`src/design/rasx_map.svh`:
```
// Opcodes, register offsets, reset values and field positions of the ALU slice.
`ifndef RASX_MAP_SVH
`define RASX_MAP_SVH

`define RASX_OP_SUB_IMM 6'h06
`define RASX_OP_SUB_IMM_T 6'h07
`define RASX_OP_XOR 6'h0B
`define RASX_OP_MOD_SUB_IMM 6'h20
`define RASX_OP_UNPACK 6'h3F

`define RASX_OFF_MOD_MASK 12'h000
`define RASX_OFF_FLAGS 12'h004
`define RASX_OFF_STATUS 12'h008
`define RASX_OFF_LAST 12'h00C

`define RASX_MOD_MASK_RST 32'h0000_0000
`define RASX_FLAG_Z 0
`define RASX_FLAG_C 1
`define RASX_FLAG_N 2

`define RASX_UNPACK_SEL 5'h01
`define RASX_WB_CYCLE 2'h3

`endif

```
`src/design/rasx_pkg.sv`:
```
// Types shared by the ALU slice.
package rasx_pkg;
    typedef enum logic [3:0] {
        RASX_IDLE = 4'h1,
        RASX_READ = 4'h2,
        RASX_EXEC = 4'h4,
        RASX_WRITE = 4'h8
    } rasx_state_e;

    typedef enum logic [2:0] {
        RASX_FN_SUB = 3'h0,
        RASX_FN_SUBT = 3'h1,
        RASX_FN_MODSUB = 3'h2,
        RASX_FN_UNPACK = 3'h3,
        RASX_FN_XOR = 3'h4,
        RASX_FN_NONE = 3'h7
    } rasx_fn_e;
endpackage

```
`src/design/rasx_alu_core.sv`:
```
// Combinational result and flag logic of the ALU slice.
`timescale 1ns/1ps
`include "rasx_map.svh"
module rasx_alu_core
    import rasx_pkg::*;
(
    input wire rasx_fn_e fn,
    input wire logic [31:0] dst,
    input wire logic [31:0] src,
    input wire logic [4:0] imm_field,
    input wire logic [31:0] mod_mask,
    input wire logic [2:0] flags_in,
    output logic [31:0] result,
    output logic [2:0] flags_out,
    output logic writes
);
    logic [32:0] diff;
    logic [31:0] imm;
    logic [31:0] modded;
    logic [31:0] unpacked;

    // (RULE_11) Zero field means 32.
    // Field value 0 encodes 32, so the range is 1 to 32.
    assign imm = (imm_field == 5'h00) ? 32'h0000_0020
                                      : {27'h0, imm_field};
    assign diff = {1'b0, dst} - {1'b0, imm};

    genvar i;
    generate
        for (i = 0; i < 32; i = i + 1) begin : g_mod
            assign modded[i] = mod_mask[i] ? dst[i] : diff[i];
        end
    endgenerate

    assign unpacked = {6'h00, dst[15:12], 5'h00, dst[11:8], 5'h00, dst[7:0]};

    always_comb begin
        result = dst;
        flags_out = flags_in;
        writes = 1'b1;
        case (fn)
            RASX_FN_SUB: begin
                result = diff[31:0];
                flags_out[`RASX_FLAG_Z] = (diff[31:0] == 32'h0000_0000);
                flags_out[`RASX_FLAG_N] = diff[31];
                flags_out[`RASX_FLAG_C] = diff[32];
            end
            // (RULE_05) Flags held unchanged.
            RASX_FN_SUBT: begin
                result = diff[31:0];
            end
            // (RULE_01) Masked bits keep destination.
            RASX_FN_MODSUB: begin
                result = modded;
                flags_out[`RASX_FLAG_Z] = (modded == 32'h0000_0000);
                flags_out[`RASX_FLAG_N] = modded[31];
                // (RULE_02) Borrow taken before masking.
                flags_out[`RASX_FLAG_C] = diff[32];
            end
            // (RULE_06) Pixel field spreading.
            RASX_FN_UNPACK: begin
                result = unpacked;
                // (RULE_08) Zero set, others cleared.
                flags_out[`RASX_FLAG_Z] = (unpacked == 32'h0000_0000);
                flags_out[`RASX_FLAG_N] = 1'b0;
                flags_out[`RASX_FLAG_C] = 1'b0;
            end
            // (RULE_10) Exclusive OR flags.
            RASX_FN_XOR: begin
                result = dst ^ src;
                flags_out[`RASX_FLAG_Z] = ((dst ^ src) == 32'h0000_0000);
                flags_out[`RASX_FLAG_N] = dst[31] ^ src[31];
                flags_out[`RASX_FLAG_C] = dst[31] & src[31];
            end
            default: begin
                writes = 1'b0;
            end
        endcase
    end
endmodule

```
`src/design/rasx_alu.sv`:
```
// Pipelined ALU slice: immediate subtracts, pixel unpack and exclusive OR.
//
// Summary of operation
// (RULE_01) Masked subtract keeps destination where mask set.
// (RULE_02) Masked subtract flags; carry is raw borrow.
// (RULE_03) Software sets high mask bits for wrap.
// (RULE_04) Immediate subtracts read cycle 1, write 3.
// (RULE_05) Transparent subtract leaves all flags alone.
// (RULE_06) Unpack spreads pixel fields to 32 bits.
// (RULE_07) Software puts one in first register field.
// (RULE_08) Unpack sets zero, clears negative, carry.
// (RULE_09) XOR reads cycle 1, writes cycle 3.
// (RULE_10) XOR flags; carry is both sign bits.
// (RULE_11) Immediate field covers 1 to 32.
// (RULE_12) Modulo mask is software-writable 32-bit register.
`timescale 1ns/1ps
`include "rasx_map.svh"
module rasx_alu
    import rasx_pkg::*;
#(
    parameter bit IS_AUDIO = 1'b1,
    parameter bit IS_GRAPHICS = 1'b1
)
(
    input wire logic pclk,
    input wire logic presetn,
    input wire logic psel,
    input wire logic penable,
    input wire logic pwrite,
    input wire logic [11:0] paddr,
    input wire logic [31:0] pwdata,
    output logic [31:0] prdata,
    output logic pready,
    output logic pslverr,
    input wire logic issue_valid,
    input wire logic [5:0] issue_opcode,
    input wire logic [4:0] first_register_field,
    input wire logic [4:0] second_register_field,
    output logic issue_ready,
    output logic [4:0] rf_rd_addr_a,
    output logic [4:0] rf_rd_addr_b,
    output logic rf_rd_en,
    input wire logic [31:0] rf_rd_data_a,
    input wire logic [31:0] rf_rd_data_b,
    output logic rf_wr_en,
    output logic [4:0] rf_wr_addr,
    output logic [31:0] rf_wr_data,
    output logic [2:0] flags
);
    // ------------------------------------------------------------
    // Decode
    // ------------------------------------------------------------
    function automatic rasx_fn_e decode_op(input logic [5:0] op,
                                           input logic [4:0] f1);
        rasx_fn_e f;
        f = RASX_FN_NONE;
        if (op == `RASX_OP_SUB_IMM) begin
            f = RASX_FN_SUB;
        end else if (op == `RASX_OP_SUB_IMM_T) begin
            f = RASX_FN_SUBT;
        end else if (op == `RASX_OP_XOR) begin
            f = RASX_FN_XOR;
        end else if (op == `RASX_OP_MOD_SUB_IMM && IS_AUDIO) begin
            f = RASX_FN_MODSUB;
        end else if (op == `RASX_OP_UNPACK && IS_GRAPHICS
                     && f1 == `RASX_UNPACK_SEL) begin
            // Pack shares the opcode; other field values are not ours.
            f = RASX_FN_UNPACK;
        end
        return f;
    endfunction

    // ------------------------------------------------------------
    // Pipeline state
    // ------------------------------------------------------------
    rasx_state_e state_r, state_nxt;
    rasx_fn_e fn_r, fn_nxt;
    logic [4:0] f1_r, f1_nxt;
    logic [4:0] f2_r, f2_nxt;
    logic [31:0] dst_r, dst_nxt;
    logic [31:0] src_r, src_nxt;
    logic [31:0] res_r, res_nxt;
    logic wr_r, wr_nxt;
    logic [2:0] flags_r, flags_nxt;
    logic [31:0] mod_mask_r, mod_mask_nxt;
    logic [31:0] last_r, last_nxt;
    logic [31:0] prdata_r, prdata_nxt;
    logic [31:0] core_res;
    logic [2:0] core_flags;
    logic core_wr;
    logic apb_wr, apb_rd;

    rasx_alu_core u_core (
        .fn(fn_r),
        .dst(dst_r),
        .src(src_r),
        .imm_field(f1_r),
        .mod_mask(mod_mask_r),
        .flags_in(flags_r),
        .result(core_res),
        .flags_out(core_flags),
        .writes(core_wr)
    );

    assign issue_ready = (state_r == RASX_IDLE);
    assign apb_wr = psel & penable & pwrite;
    assign apb_rd = psel & ~penable & ~pwrite;

    always_comb begin
        state_nxt = state_r;
        fn_nxt = fn_r;
        f1_nxt = f1_r;
        f2_nxt = f2_r;
        dst_nxt = dst_r;
        src_nxt = src_r;
        res_nxt = res_r;
        wr_nxt = 1'b0;
        flags_nxt = flags_r;
        last_nxt = last_r;
        rf_rd_en = 1'b0;
        rf_rd_addr_a = f2_r;
        rf_rd_addr_b = f1_r;
        case (state_r)
            RASX_IDLE: begin
                if (issue_valid) begin
                    fn_nxt = decode_op(issue_opcode, first_register_field);
                    f1_nxt = first_register_field;
                    f2_nxt = second_register_field;
                    state_nxt = RASX_READ;
                end
            end
            // (RULE_04) Cycle 1 register read.
            RASX_READ: begin
                rf_rd_en = 1'b1;
                dst_nxt = rf_rd_data_a;
                // (RULE_09) Source read alongside destination.
                src_nxt = rf_rd_data_b;
                state_nxt = RASX_EXEC;
            end
            RASX_EXEC: begin
                res_nxt = core_res;
                wr_nxt = core_wr;
                flags_nxt = core_flags;
                state_nxt = RASX_WRITE;
            end
            // (RULE_04) Cycle 3 write-back.
            RASX_WRITE: begin
                if (wr_r) begin
                    last_nxt = res_r;
                end
                state_nxt = RASX_IDLE;
            end
            default: begin
                state_nxt = RASX_IDLE;
            end
        endcase
    end

    // ------------------------------------------------------------
    // Register bus
    // ------------------------------------------------------------
    always_comb begin
        mod_mask_nxt = mod_mask_r;
        prdata_nxt = prdata_r;
        // (RULE_12) Mask written by software.
        if (apb_wr && paddr == `RASX_OFF_MOD_MASK) begin
            mod_mask_nxt = pwdata;
        end
        if (apb_rd) begin
            if (paddr == `RASX_OFF_MOD_MASK) begin
                prdata_nxt = mod_mask_r;
            end else if (paddr == `RASX_OFF_FLAGS) begin
                prdata_nxt = {29'h0, flags_r};
            end else if (paddr == `RASX_OFF_STATUS) begin
                prdata_nxt = {28'h0000000, state_r};
            end else if (paddr == `RASX_OFF_LAST) begin
                prdata_nxt = last_r;
            end else begin
                prdata_nxt = 32'h0000_0000;
            end
        end
    end

    assign pready = 1'b1;
    assign pslverr = psel & penable &
                     (paddr != `RASX_OFF_MOD_MASK) &
                     (paddr != `RASX_OFF_FLAGS) &
                     (paddr != `RASX_OFF_STATUS) &
                     (paddr != `RASX_OFF_LAST);
    assign prdata = prdata_r;
    assign rf_wr_en = wr_r & (state_r == RASX_WRITE);
    assign rf_wr_addr = f2_r;
    assign rf_wr_data = res_r;
    assign flags = flags_r;

    always_ff @(posedge pclk or negedge presetn) begin
        if (!presetn) begin
            state_r <= RASX_IDLE;
            fn_r <= RASX_FN_NONE;
            f1_r <= 5'h00;
            f2_r <= 5'h00;
            dst_r <= 32'h0000_0000;
            src_r <= 32'h0000_0000;
            res_r <= 32'h0000_0000;
            wr_r <= 1'b0;
            flags_r <= 3'h0;
            mod_mask_r <= `RASX_MOD_MASK_RST;
            last_r <= 32'h0000_0000;
            prdata_r <= 32'h0000_0000;
        end else begin
            state_r <= state_nxt;
            fn_r <= fn_nxt;
            f1_r <= f1_nxt;
            f2_r <= f2_nxt;
            dst_r <= dst_nxt;
            src_r <= src_nxt;
            res_r <= res_nxt;
            wr_r <= wr_nxt;
            flags_r <= flags_nxt;
            mod_mask_r <= mod_mask_nxt;
            last_r <= last_nxt;
            prdata_r <= prdata_nxt;
        end
    end
endmodule

```
`config.mk`:
```
export PLATFORM = sky130hd
export DESIGN_NAME = rasx_alu
export DESIGN_NICKNAME = d
export VERILOG_FILES = /design/src/design/rasx_pkg.sv /design/src/design/rasx_alu_core.sv /design/src/design/rasx_alu.sv
export VERILOG_INCLUDE_DIRS = /design/src /design/src/design
export SDC_FILE = /design/constraint.sdc
export NUM_CORES = 1
export LEC_CHECK = 0
export BUFFER_PORTS_ARGS = -buffer_cell sky130_fd_sc_hd__buf_2
export CELL_PAD_IN_SITES_DETAIL_PLACEMENT = 1
export CELL_PAD_IN_SITES_GLOBAL_PLACEMENT = 2
export CORE_ASPECT_RATIO = 0.75
export CORE_MARGIN = 4
export CORE_UTILIZATION = 32
export CTS_BUF_LIST = sky130_fd_sc_hd__clkbuf_8
export DETAILED_ROUTE_END_ITERATION = 16
export GPL_TIMING_DRIVEN = 0
export HOLD_SLACK_MARGIN = 0.06
export PLACE_DENSITY = 0.82
export SKIP_CTS_REPAIR_TIMING = 1
export SYNTH_ARGS = -nofsm -noshare
export SYNTH_HDL_FRONTEND = slang
export SYNTH_SLANG_ARGS = --single-unit
```
`constraint.sdc`:
```
create_clock -name pclk -period 3.8 [get_ports pclk]
set_clock_uncertainty 0.05 [all_clocks]
set_input_delay 0.95 -clock pclk [delete_from_list [all_inputs] [get_ports pclk]]
set_output_delay 0.95 -clock pclk [all_outputs]
set_load 0.005 [all_outputs]
```
== Word level (Yosys, flattened, before mapping) ==
Cells that the tools add are included.

* Bits in registers: 213
* Input port bits: 130
* Logic and storage cells: 113

* Add/subtract/negate cells: 1
* Eq/ne operators: 21
* Multiplexer cells: 49
* Bitwise gates (word level): 14
* Reduce and logical (&&, ||, !) cells: 16

{| class="wikitable"
|+ Operator list
! cell !! count
|-
| 32-bit zero test || 4
|-
| 32-bit two-way mux || 4
|-
| 32-bit case mux with 4 select lines || 1
|-
| 1-bit two-way mux || 35
|-
| 32-bit by 32-bit subtractor with 33-bit output || 1
|-
| 32-bit XOR || 1
|-
| 12-bit by 4-bit equality test with 1-bit output, second input constant || 2
|-
| 12-bit by 4-bit != test with 1-bit output, second input constant || 2
|-
| 3-bit two-way mux || 5
|-
| 12-bit by 3-bit equality test with 1-bit output, second input constant || 1
|-
| 6-bit by 3-bit equality test with 1-bit output, second input constant || 2
|-
| 6-bit equality test, second input constant || 2
|-
| 12-bit zero test || 1
|-
| 12-bit by 3-bit != test with 1-bit output, second input constant || 1
|-
| 3-bit case mux with 4 select lines || 1
|-
| 4-bit case mux with 3 select lines || 1
|-
| 12-bit nonzero test || 1
|-
| 1-bit bitwise AND || 10
|-
| 3-bit by 2-bit equality test with 1-bit output, second input constant || 2
|-
| 6-bit by 4-bit equality test with 1-bit output, second input constant || 1
|-
| 6-bit two-way mux || 1
|-
| 2-bit AND reduction || 3
|-
| 5-bit by 1-bit equality test with 1-bit output, second input constant || 1
|-
| 5-bit zero test || 1
|-
| other kinds (15) || 17
|}

== Depth between registers and ports, before layout ==
Gate-level depths: netlist of run 1.

* Word-level depth: 7
* Depth in mapped cells: 14
* Gate-level depth less buffers: 12

== By module ==
A second synthesis of run 1 with hierarchy kept.

* Cell total of the unflattened synthesis: 1204
* Area, all modules: 12349.3 sq um

{| class="wikitable"
|+ Modules (own cells, without submodules)
! module !! instances !! cells an instance !! area an instance (sq um)
|-
| rasx_alu || 1 || 580 || 8587.0
|-
| rasx_alu_core || 1 || 624 || 3762.4
|}

== Worst setup path before layout of run 1 ==
No wires, ideal clock.

* Path type: register to register
* Start point: register dst_r[0]
* End point: register flags_r[0] (netlist: flags[0])
* Arrival time: 3.396 ns
* Data required time: 3.658 ns
* Path slack: 0.263 ns
* Cell stages (with the launch flop): 14
* Path buffers: 1
* Cells stage by stage: dfrtp_1 -> clkbuf_1 -> inv_1 -> ha_1 -> inv_1 -> fa_1 -> a21oi_1 -> o221ai_1 -> or4_1 -> a21oi_1 -> nand4_1 -> a221o_1 -> or4_1 -> o31ai_2

* Longest elaborated chain between the ends: 4
* Elaborated cells on any way between the ends: 39

{| class="wikitable"
|+ Ends and longest elaborated chain
! item !! line !! source
|-
| start: declaration || rasx_alu.sv:80 || <nowiki>logic [31:0] dst_r, dst_nxt;</nowiki>
|-
| start signal: assignment || rasx_alu.sv:215 || <nowiki>dst_r <= dst_nxt;</nowiki>
|-
| 32-bit by 32-bit subtractor with 33-bit output || rasx_alu_core.sv:26 || <nowiki>assign diff = {1'b0, dst} - {1'b0, imm};</nowiki>
|-
| 1-bit two-way mux || rasx_alu_core.sv:31 || <nowiki>assign modded[i] = mod_mask[i] ? dst[i] : diff[i];</nowiki>
|-
| 32-bit zero test || rasx_alu_core.sv:55 || <nowiki>flags_out[`RASX_FLAG_Z] = (modded == 32'h0000_0000);</nowiki>
|-
| 3-bit case mux with 4 select lines (*) || rasx_alu_core.sv:41 || <nowiki>case (fn)</nowiki>
|-
| end signal: assignment || rasx_alu.sv:219 || <nowiki>flags_r <= flags_nxt;</nowiki>
|-
| end: declaration || rasx_alu.sv:84 || <nowiki>logic [2:0] flags_r, flags_nxt;</nowiki>
|}

Every way passes the cells marked *; elsewhere a longest branch is shown, timed or not.
A chain may end at the register's enable or synchronous reset.

== Final worst setup path of run 1 ==
* Start point: register dst_r[25]
* End point: register flags_r[0] (netlist: flags[0])

The elaborated chain is that of the path after synthesis.

==> results of run 1 <==
## logic make-up after synthesis
group	synth area share [%]
adders and majority gates	1.01
AOI/OAI and AO/OA	17.8
muxes	12.0
xor gates and xnor gates	4.04
and+or+nand+nor	16.2
DFF	44.7
other	0.0314
buffers and inverters	4.15
## power groups by stage
stage / Clock [mW] / Sequential, mW / Combinational [mW]
after global routing: 2.28 / 3.82 / 6.81
after CTS: 2.18 / 3.68 / 6.01
after detailed placement: 0 / 3.72 / 5.98
after floorplan: 0 / 3.38 / 3.47
after global placement: 0 / 3.68 / 5.92
final: 2.12 / 3.74 / 6.46
## worst reg2reg max path, stage by stage, from the launching register on
cell and delay (ps):
dfrtp_1 370, buf_6 150, or3_1 520, or3_1 450, clkbuf_1 250, or4_4 570
a21oi_2 220, nand4_1 160, a221o_1 300, or4_1 590, o31ai_2 230
## final timing paths
kind	from	to	slack [ps]	depth (start not counted)
worst max-delay path	dst_r[25]	flags[0]	-140	10
worst min-delay path	presetn	prdata[1]	370	1
max in group asynchronous	presetn	dst_r[28]	2210	2
worst max register to register	dst_r[25]	flags[0]	-140	10
worst min register to register	prdata[2]	prdata[2]	430	2
min in group pclk	prdata[2]	prdata[2]	430	2
## state kept, by name (all words and copies together), names as in the netlist
name	flops
prdata	32
rf_rd_addr_b	5
flags	3
wr_r	1
mod_mask_r	32
rf_rd_addr_a	5
rf_wr_data	32
fn_r	3
state_r	4
last_r	32
src_r	32
dst_r	32
## stage by stage
step	hold slack, ps	setup TNS [ps]	setup slack (ps)	instances
2_1_floorplan	417	0	263	1263
3_3_place_gp	411	-434970	-2050	1973
3_5_place_dp	418	-10860	-799	1975
4_1_cts	380	-5570	-798	2039
5_1_grt	419	-257	-250	2040
6_report	374	-136	-136	2040
## final cells by class
class | instances | area, um2 | area share (%)
inverter | 23 | 86.3 | 0.590
sequential | 213 | 5340 | 36.5
tap | 496 | 621 | 4.24
clock buffer | 43 | 592 | 4.04
buffer | 100 | 414 | 2.83
timing repair buffer | 218 | 1130 | 7.75
clock inverter | 21 | 128 | 0.872
multi-input combinational | 926 | 6320 | 43.2
## metal layers
metal / GRT usage, % / routed length, um / vias to the layer above / part of all wire, %
li1: - / - / 5146 / -
met1: 41.7 / 27600 / 5924 / 48
met2: 40.2 / 24000 / 499 / 42
met3: 8.22 / 5200 / 68 / 9.0
met4: 4.98 / 961 / 0 / 1.7
met5: 0 / 0 / - / 0
## cell usage in the layout (no fill, tap or decap), types with 13 or more instances in the layout
cell type,Yosys,routed
a221oi_1,33,32
inv_1,20,32
nand3_1,15,13
nor2_1,128,126
mux2_2,121,121
nor4_1,23,15
xor2_1,32,32
o21ai_0,93,93
nand2_1,144,144
xnor2_1,23,23
buf_2,0,213
clkbuf_8,0,43
dfrtp_1,209,207
nor3_1,28,27
clkbuf_1,87,81
a31oi_1,20,20
a21oi_1,57,52
==> key figures, run 1 <==
Synthesis
  – Seq/Total Area, Yosys: 44.7%
  – Top-count cell post-synth: dfrtp_1
  – Mapped Area: about 12000 um2
  – EDFF count, synth: 0
  – Yosys warns: 0
  – Synth cell types: 81
  – Mean Syn Cell Area: 9.45 um2
  – Mapped Cells: about 1300
  – Syn_nets: 1402
  – Asr flop ratio synth: 100%
  – Largest cells by area after synthesis: dfrtp_1 (44%), mux2_2 (11%), nand2_1 (4.5%), nor2_1 (4.0%), o21ai_0 (3.9%)
  – Top-area cell type share of the netlist area: between 40% and 50%
  – Cell taking the most area after synthesis: dfrtp_1
  – Ys flop type: dfrtp_1
  – Commonest cells post-synth: dfrtp_1 (209), nand2_1 (144), nor2_1 (128)
  – #FFs+latches synth: roughly 210

Placed design
  – Placer Congestion: 0.980
  – Dpl cell area: 13700 um2
  – Port bufs: 214
  – Post-DP HPWL: 44.8 mm

CTS
  – CTS Root Buffer Type: clkbuf_8
  – Clk_lat worst skew: 580 ps
  – Clock Path Buffers: 3
  – CTS H-tree depth: 2
  – Total CTS buffers: 38
  – CTS tree: built
  – Num Clock Sinks: 213
  – Worst-path clk slew: 70 ps

Worst setup path
  – CP bufs+invs: 2
  – CP Capture Type: flop
  – Crit-path slowest cell: or4_1
  – Crit path cell chain: buf_6, or3_1, or3_1, clkbuf_1, or4_4, a21oi_2, nand4_1, a221o_1, or4_1, o31ai_2
  – Crit-path max cell delay: between 500 and 600 ps
  – CP top delay family: simple AND/OR/NAND/NOR gates
  – Worst Path Arrival: 4360 ps
  – CP Launch Type: flop
  – Most common cell on crit path: or3_1
  – CP Max Fanout: 10
  – Worst Path Class, Setup: flop to flop
  – Worst path required time: 4230 ps

Floorplanning
  – Initial Util: roughly a third
  – I/O pins: approximately 220
  – Die H: around 180 um
  – Die ar.: 40500 um2
  – Row cnt: 60
  – Core Footprint: 36300 um2
  – Die W: 231 um

Drt
  – Drc violations: 0
  – Vias per std cell: 5.70
  – Vias: 11600
  – Drt first pass iters: 5
  – Final wirelength: 57.7 mm
  – Initial DRC Count: 1038
  – Routed WL per cell: around 28 um
  – Antenna-violating nets left: 0

Power
  – Total Power: between 10 and 15 mW
  – Sw frac: 50.2%
  – Sequential power share: 30.4%
  – Maximum vdd drop: 377 uV
  – NetSw: 6.18 mW
  – Cell Int Power: about 6 mW
  – Cell Pwr Density: 842 nW/um2
  – Power share of the combinational group: 52.4%
  – Leak pwr: 6.40 nW
  – Clk network pwr share: 17.2%

GRT
  – First-pass GRT wire length: 83.5 mm
  – GR Util All Layers: 27.9%
  – Gr ovfl total: 0
  – Vias in the first global route: 11900
  – Initial antenna violation count: 1
  – Pin count of the biggest net entering global routing: between 100 and 150

Status
  – Failing checks: setup timing
  – Outcome: complete, but fails checks

Finish
  – Layout fillers: 4293
  – Fin nets: roughly 1700
  – Syn-to-layout area delta: 22.6%
  – Share of layout cells above drive strength 1: a little under 30%
  – Final Core Density: 40.3%
  – Design area: 14600 um2
  – Ant diodes: 0

Timing
  – Slew margin rel.: between 20% and 30%
  – Period utilisation layout: 104%
  – Max Slew Vio Count: 0
  – Final setup margin: -136 ps
  – Setup-failing EPs final: 1
  – Min Tclk post-route: between 3000 and 4000 ps
  – Worst-Margin Slew: 1120 ps
  – Final hold vios: 0
  – F_max: 0.254 GHz
  – RSZ-0062 raised after global routing: true

Hold path
  – HP Class: primary input to asynchronous set/reset pin

Flow run
  – MaxCap Viol Count: 0
No activity file was read; power rests on OpenSTA's default activity.
==> run 2: changes to the inputs <==
--- a/config.mk
+++ b/config.mk
@@ -11,12 +11,12 @@
 export CELL_PAD_IN_SITES_GLOBAL_PLACEMENT = 2
 export CORE_ASPECT_RATIO = 0.75
 export CORE_MARGIN = 4
-export CORE_UTILIZATION = 32
+export CORE_UTILIZATION = 39
 export CTS_BUF_LIST = sky130_fd_sc_hd__clkbuf_8
 export DETAILED_ROUTE_END_ITERATION = 16
 export GPL_TIMING_DRIVEN = 0
 export HOLD_SLACK_MARGIN = 0.06
-export PLACE_DENSITY = 0.82
+export PLACE_DENSITY = 0.93
 export SKIP_CTS_REPAIR_TIMING = 1
 export SYNTH_ARGS = -nofsm -noshare
 export SYNTH_HDL_FRONTEND = slang
==> constraint.sdc (replaced) <==
create_clock -name pclk -period 5 [get_ports pclk]
set_clock_uncertainty 0.05 [all_clocks]
set_input_delay 1.25 -clock pclk [delete_from_list [all_inputs] [get_ports pclk]]
set_output_delay 1.25 -clock pclk [all_outputs]
set_load 0.005 [all_outputs]
==> key figures, run 2 (synthesis results as in run 1) <==
Worst setup path
  – Worst setup path startpoint: dst_r[5]
  – Worst path required time: 5400 ps (+1170 ps)
  – CP bufs+invs: 2 (unchanged)
  – Reg2Reg Setup Slack: -20 ps (+120 ps)
  – Worst Path Class, Setup: flop to flop
  – CP Launch Type: flop
  – CP Capture Type: flop
  – Cells on worst reg2reg path: 11 (+1)
  – Crit. path cell count: 11 (+1)
  – Reg2reg start: dst_r[5]
  – Crit-path slowest cell: a21oi_1
  – R2r endpoint: flags[0]
  – CP Max Fanout: 10 (unchanged)
  – Crit-path max cell delay: 890 ps (+300 ps)
  – Crit path cell chain: ha_1, or2_1, clkbuf_1, nor2_1, a21oi_1, clkbuf_1, nand2_1, a21oi_1, o211ai_1, or4_1, o31ai_2
  – CP top delay family: compound AO/OA/AOI/OAI gates
  – Worst Path Arrival: 5420 ps (+1060 ps)

Timing
  – Final hold vios: 0 (unchanged)
  – Min Tclk post-route: 5020 ps (+1080 ps)
  – Period utilisation layout: 100% (-3.3 points)
  – Final setup margin: -16.3 ps (+120 ps)
  – Worst-Margin Slew: 1470 ps (+355 ps)
  – Max Slew Vio Count: 0 (unchanged)
  – Slew margin rel.: 0.289% (-25 points)
  – Setup TNS: -16.3 ps (+120 ps)
  – RSZ-0062 raised after global routing: false
  – Setup-failing EPs final: 1 (unchanged)
  – F_max: 0.199 GHz (-22%)

CTS
  – CTS H-tree depth: 2 (unchanged)
  – Clock Path Buffers: 3 (unchanged)
  – CTS Root Buffer Type: clkbuf_8
  – Worst-path clk slew: 80 ps (about the same)
  – Num Clock Sinks: 213 (unchanged)
  – Clk_lat worst skew: 560 ps (-20 ps)
  – CTS tree: built
  – Total CTS buffers: 36 (-5.3%)

Finish
  – Most frequent cells in the layout: buf_2 (213), dfrtp_1 (209), nand2_1 (144), nor2_1 (128), mux2_2 (121)
  – Commonest non-fill, non-tap cell in the layout: buf_2
  – Share of layout cells above drive strength 1: 26.7% (-2.5 points)
  – Ant diodes: 0 (unchanged)
  – Final Instance Count excl. Fillers: 1941 (-4.9%)
  – Syn-to-layout area delta: 19.8%
  – Multi-input logic area: 6120 um2 (-3.3%)
  – Design area: 14300 um2 (-2.3%)
  – Layout fillers: 3563 (-17%)
  – FF+latch area: 5340 um2 (about the same)
  – Fin nets: 1656 (-0.18%)

Drt
  – Vias: 11700 (+0.33%)
  – Vias per std cell: 6.01 (+5.4%)
  – Drt first pass iters: 7 (+2)
  – Final wirelength: 56.7 mm (-1.8%)
  – Initial DRC Count: 1022 (-1.5%)
  – Drc violations: 0 (unchanged)
  – Antenna-violating nets left: 0 (unchanged)
  – Routed WL per cell: 29.2 um (+3.2%)

Floorplanning
  – Core Footprint: 30100 um2 (-17%)
  – Die W: 210 um (-9.1%)
  – I/O pins: 217 (unchanged)
  – Die ar.: 33500 um2 (-17%)
  – Die H: 160 um (-9.0%)
  – Row cnt: 55 (-8.3%)
  – Initial Util: 39.6% (+6.7 points)

Placed design
  – Cells after DPL: 1878 (-4.9%)
  – Post-Place Worst Slack: 314 ps (+1110 ps)
  – Post-DP HPWL: 44.3 mm (-1.0%)
  – Port bufs: 214 (unchanged)
  – Placer Congestion: 1.02 (+3.8%)
  – Dpl cell area: 13600 um2 (-0.84%)

GRT
  – Initial antenna violation count: 0 (-1)
  – First-pass GRT wire length: 83.1 mm (-0.48%)
  – GR Util All Layers: 33.3% (+5.4 points)
  – Pin count of the biggest net entering global routing: 119 (+0.85%)
  – Vias in the first global route: 12100 (+2.1%)
  – Gr ovfl total: 0 (unchanged)

Flow run
  – MaxCap Viol Count: 1 (+1)

Power
  – Maximum vdd drop: 359 uV (-5.0%)
  – Cell Pwr Density: 644 nW/um2 (-24%)
  – Leak pwr: 6.34 nW (-0.98%)

Status
  – Outcome: complete, but fails checks
  – Failing checks: capacitance limit, setup timing

Hold path
  – HP Class: flop to flop
  – Worst Hold End: prdata[0]
  – Hold Path Depth: 2
  – Hold path startpoint: prdata[0]
run 2: worst max-delay path by stage:
stage	slack (ps)	endpoint
2_1_floorplan	1460	flags[0]
3_3_place_gp	-980	src_r[26]
3_5_place_dp	310	flags[0]
4_1_cts	240	flags[0]
5_1_grt	30	flags[0]
6_report	-20	flags[0]
run 2: per-layer routing:
| metal | GRT usage (%) | routed length [um] |
|---|---|---|
| met5 | 0 | 0 |
| met4 | 7.80 | 1260 |
| met3 | 11.4 | 6090 |
| met2 | 47.5 | 23300 |
| met1 | 48.7 | 26000 |
run 2: area by class of cell:
cell class              instances  area share (%)
multi-input cells             926            42.8
clock buffers                  43            4.14
plain buffers                 101            2.86
well taps                     399            3.49
clock inverters                20           0.980
inverters                      23           0.604
flip-flops and latches        213            37.3
repair buffers                216            7.83
run 2: worst reg2reg max path, stage by stage (launching register included):
cell      delay, ps
dfrtp_1         670
ha_1            410
or2_1           150
clkbuf_1        310
nor2_1          120
a21oi_1         890
clkbuf_1        730
nand2_1         380
a21oi_1         230
o211ai_1        140
or4_1           570
o31ai_2         290
run 2: power breakdown:
group	internal, mW	switching, mW	total (mW)	leakage, nW
clock	0.885	0.742	1.63	0.423
combinational	1.53	3.23	4.76	3.19
sequential	2.20	0.608	2.81	2.72
run 2: metrics by stage:
| step | power, mW | hold WS (ps) | util, % |
|---|---|---|---|
| after global placement | 7.27 | 411 | 44.8 |
| after global routing | 9.64 | 467 | 47.4 |
| after CTS | 9.04 | 442 | 47.4 |
| final | 9.20 | 445 | 47.4 |
| after floorplan | 5.21 | 417 | - |
| after detailed placement | 7.38 | 426 | 45.0 |
==> run 3: changes to the inputs <==
--- a/config.mk
+++ b/config.mk
@@ -6,13 +6,14 @@
 export SDC_FILE = /design/constraint.sdc
 export NUM_CORES = 1
 export LEC_CHECK = 0
-export BUFFER_PORTS_ARGS = -buffer_cell sky130_fd_sc_hd__buf_2
+export BUFFER_PORTS_ARGS = -buffer_cell sky130_fd_sc_hd__clkbuf_2
 export CELL_PAD_IN_SITES_DETAIL_PLACEMENT = 1
 export CELL_PAD_IN_SITES_GLOBAL_PLACEMENT = 2
 export CORE_ASPECT_RATIO = 0.75
 export CORE_MARGIN = 4
 export CORE_UTILIZATION = 39
 export CTS_BUF_LIST = sky130_fd_sc_hd__clkbuf_8
+export CTS_CLUSTER_DIAMETER = 80
 export DETAILED_ROUTE_END_ITERATION = 16
 export GPL_TIMING_DRIVEN = 0
 export HOLD_SLACK_MARGIN = 0.06
==> key figures, run 3 (synthesis results as in run 1) <==
Status
  – Outcome: completed

Drt
  – Antenna-violating nets left: 0 (unchanged)
  – Routed WL per cell: 28.9 um (-0.96%)
  – Final wirelength: 56.0 mm (-1.1%)
  – Vias per std cell: 6.15 (+2.2%)
  – Initial DRC Count: 1061 (+3.8%)
  – Drt first pass iters: 5 (-2)
  – Vias: 11900 (+2.1%)
  – Drc violations: 0 (unchanged)

Worst setup path
  – CP Max Fanout: 10 (unchanged)
  – Reg2Reg Setup Slack: 180 ps (+190 ps)
  – Worst path required time: 5410 ps (about the same)
  – Worst Path Class, Setup: flop to flop
  – Critical path capture point: flags[0]
  – CP Launch Type: flop
  – Worst setup path startpoint: dst_r[5]
  – Cells on worst reg2reg path: 11 (unchanged)
  – Reg2reg start: dst_r[5]
  – Worst Path Arrival: 5240 ps (-180 ps)
  – R2r endpoint: flags[0]
  – CP Capture Type: flop

CTS
  – Total CTS buffers: 34 (-5.6%)
  – CTS tree: built
  – Clock Path Buffers: 3 (unchanged)
  – Clk_lat worst skew: 550 ps (about the same)
  – Worst-path clk slew: 70 ps (about the same)
  – Num Clock Sinks: 213 (unchanged)
  – CTS Root Buffer Type: clkbuf_8
  – CTS H-tree depth: 2 (unchanged)

Placed design
  – Post-Place Worst Slack: 368 ps (+54.5 ps)
  – Placer Congestion: 0.990 (-2.6%)
  – Port bufs: 214 (unchanged)
  – Cells after DPL: 1879 (+0.053%)
  – Post-DP HPWL: 44.2 mm (-0.14%)
  – Dpl cell area: 13600 um2 (+0.19%)

GRT
  – Initial antenna violation count: 0 (unchanged)
  – Gr ovfl total: 0 (unchanged)
  – Vias in the first global route: 12100 (+0.041%)
  – GR Util All Layers: 32.6% (-0.65 points)
  – Pin count of the biggest net entering global routing: 99 (-17%)
  – First-pass GRT wire length: 82.1 mm (-1.2%)

Timing
  – Setup-failing EPs final: 0 (-1)
  – RSZ-0062 raised after global routing: false
  – F_max: 0.207 GHz (+4.0%)
  – Setup TNS: 0 ps (+16.3 ps)
  – Period utilisation layout: 96.5% (-3.9 points)
  – Final setup margin: 176 ps (+193 ps)
  – Min Hold Slack: 445 ps (+0.441 ps)
  – Slew margin rel.: 9.65% (+9.4 points)
  – Max Slew Vio Count: 0 (unchanged)
  – Worst-Margin Slew: 1340 ps (-139 ps)
  – Min Tclk post-route: 4820 ps (-193 ps)
  – Final hold vios: 0 (unchanged)

Power
  – Clk network pwr share: 16.7% (-1.0 points)
  – NetSw: 4.53 mW (-1.1%)
  – Power share of the combinational group: 52.0% (+0.3 points)
  – Cell Int Power: 4.52 mW (-2.2%)
  – Sequential power share: 31.3% (+0.7 points)
  – Leak pwr: 6.32 nW (-0.37%)
  – Cell Pwr Density: 635 nW/um2 (-1.4%)
  – Sw frac: 50.1% (+0.27 points)
  – Total Power: 9.05 mW (-1.7%)
  – Maximum vdd drop: 267 uV (-26%)

Floorplanning
  – Core Footprint: 30100 um2 (unchanged)
  – Die ar.: 33500 um2 (unchanged)
  – I/O pins: 217 (unchanged)
  – Initial Util: 39.6% (unchanged)
  – Die W: 210 um (unchanged)
  – Die H: 160 um (unchanged)
  – Row cnt: 55 (unchanged)

Finish
  – Most frequent cells in the layout: clkbuf_2 (213), dfrtp_1 (209), nand2_1 (144), nor2_1 (128), mux2_2 (121)
  – Ant diodes: 0 (unchanged)
  – Final Instance Count excl. Fillers: 1938 (-0.15%)
  – Final Core Density: 47.3% (-0.13 points)
  – Syn-to-layout area delta: 19.5%
  – Share of layout cells above drive strength 1: 26.7% (+0.052 points)
  – Commonest non-fill, non-tap cell in the layout: clkbuf_2
  – Design area: 14300 um2 (-0.27%)
  – Fin nets: 1655 (-0.060%)

Flow run
  – MaxCap Viol Count: 0 (-1)

Hold path
  – HP Class: flop to flop
run 3: cell types whose count changed in the layout (fill, tap and decap cells not counted), moves of 2 or more:
cell,before,now
clkinv_2,3,5
clkbuf_8,43,41
inv_1,33,30
clkbuf_2,0,213
buf_2,213,0
run 3: layout make-up:
type	instances	area, um2
Clock buffer	40	551
Tap cell	399	499
Timing Repair Buffer	217	1150
Fill cell	3550	15900
Multi-Input combinational cell	926	6120
Clock inverter	19	116
Inverter	23	86.3
Sequential cell	213	5340
Buffer	101	409
run 3: worst min-delay path by stage:
stage                     end  slack [ps]  startpoint  cells past startpoint
global placement    prdata[1]         410   prdata[1]                      2
finish              prdata[0]         450   prdata[0]                      2
global route        last_r[0]         470   last_r[0]                      1
floorplan           prdata[1]         420   prdata[1]                      2
detailed placement  prdata[0]         420   prdata[0]                      2
CTS                 prdata[0]         440   prdata[0]                      2
run 3: power by group through the flow:
stage	combinational (mW)	clock (mW)	sequential, mW
final	4.71	1.51	2.84
after global routing	4.96	1.62	2.88
after CTS	4.56	1.54	2.80
after detailed placement	4.54	0	2.83
after global placement	4.47	0	2.79
after floorplan	2.64	0	2.57
run 3: metal layers:
metal | part of all wire (%) | global-route usage (%)
met1 | 47 | 50.7
met2 | 42 | 46.9
met3 | 9.2 | 6.48
met4 | 2.1 | 7.23
met5 | 0 | 0
run 3: critical path, cell delays in order (launching register included):
cell,delay [ps]
dfrtp_1,660
ha_1,410
or2_1,150
clkbuf_1,360
nor2_1,120
a21oi_1,830
clkbuf_1,670
nand2_1,370
a21oi_1,220
o211ai_1,100
or4_1,580
o31ai_2,200
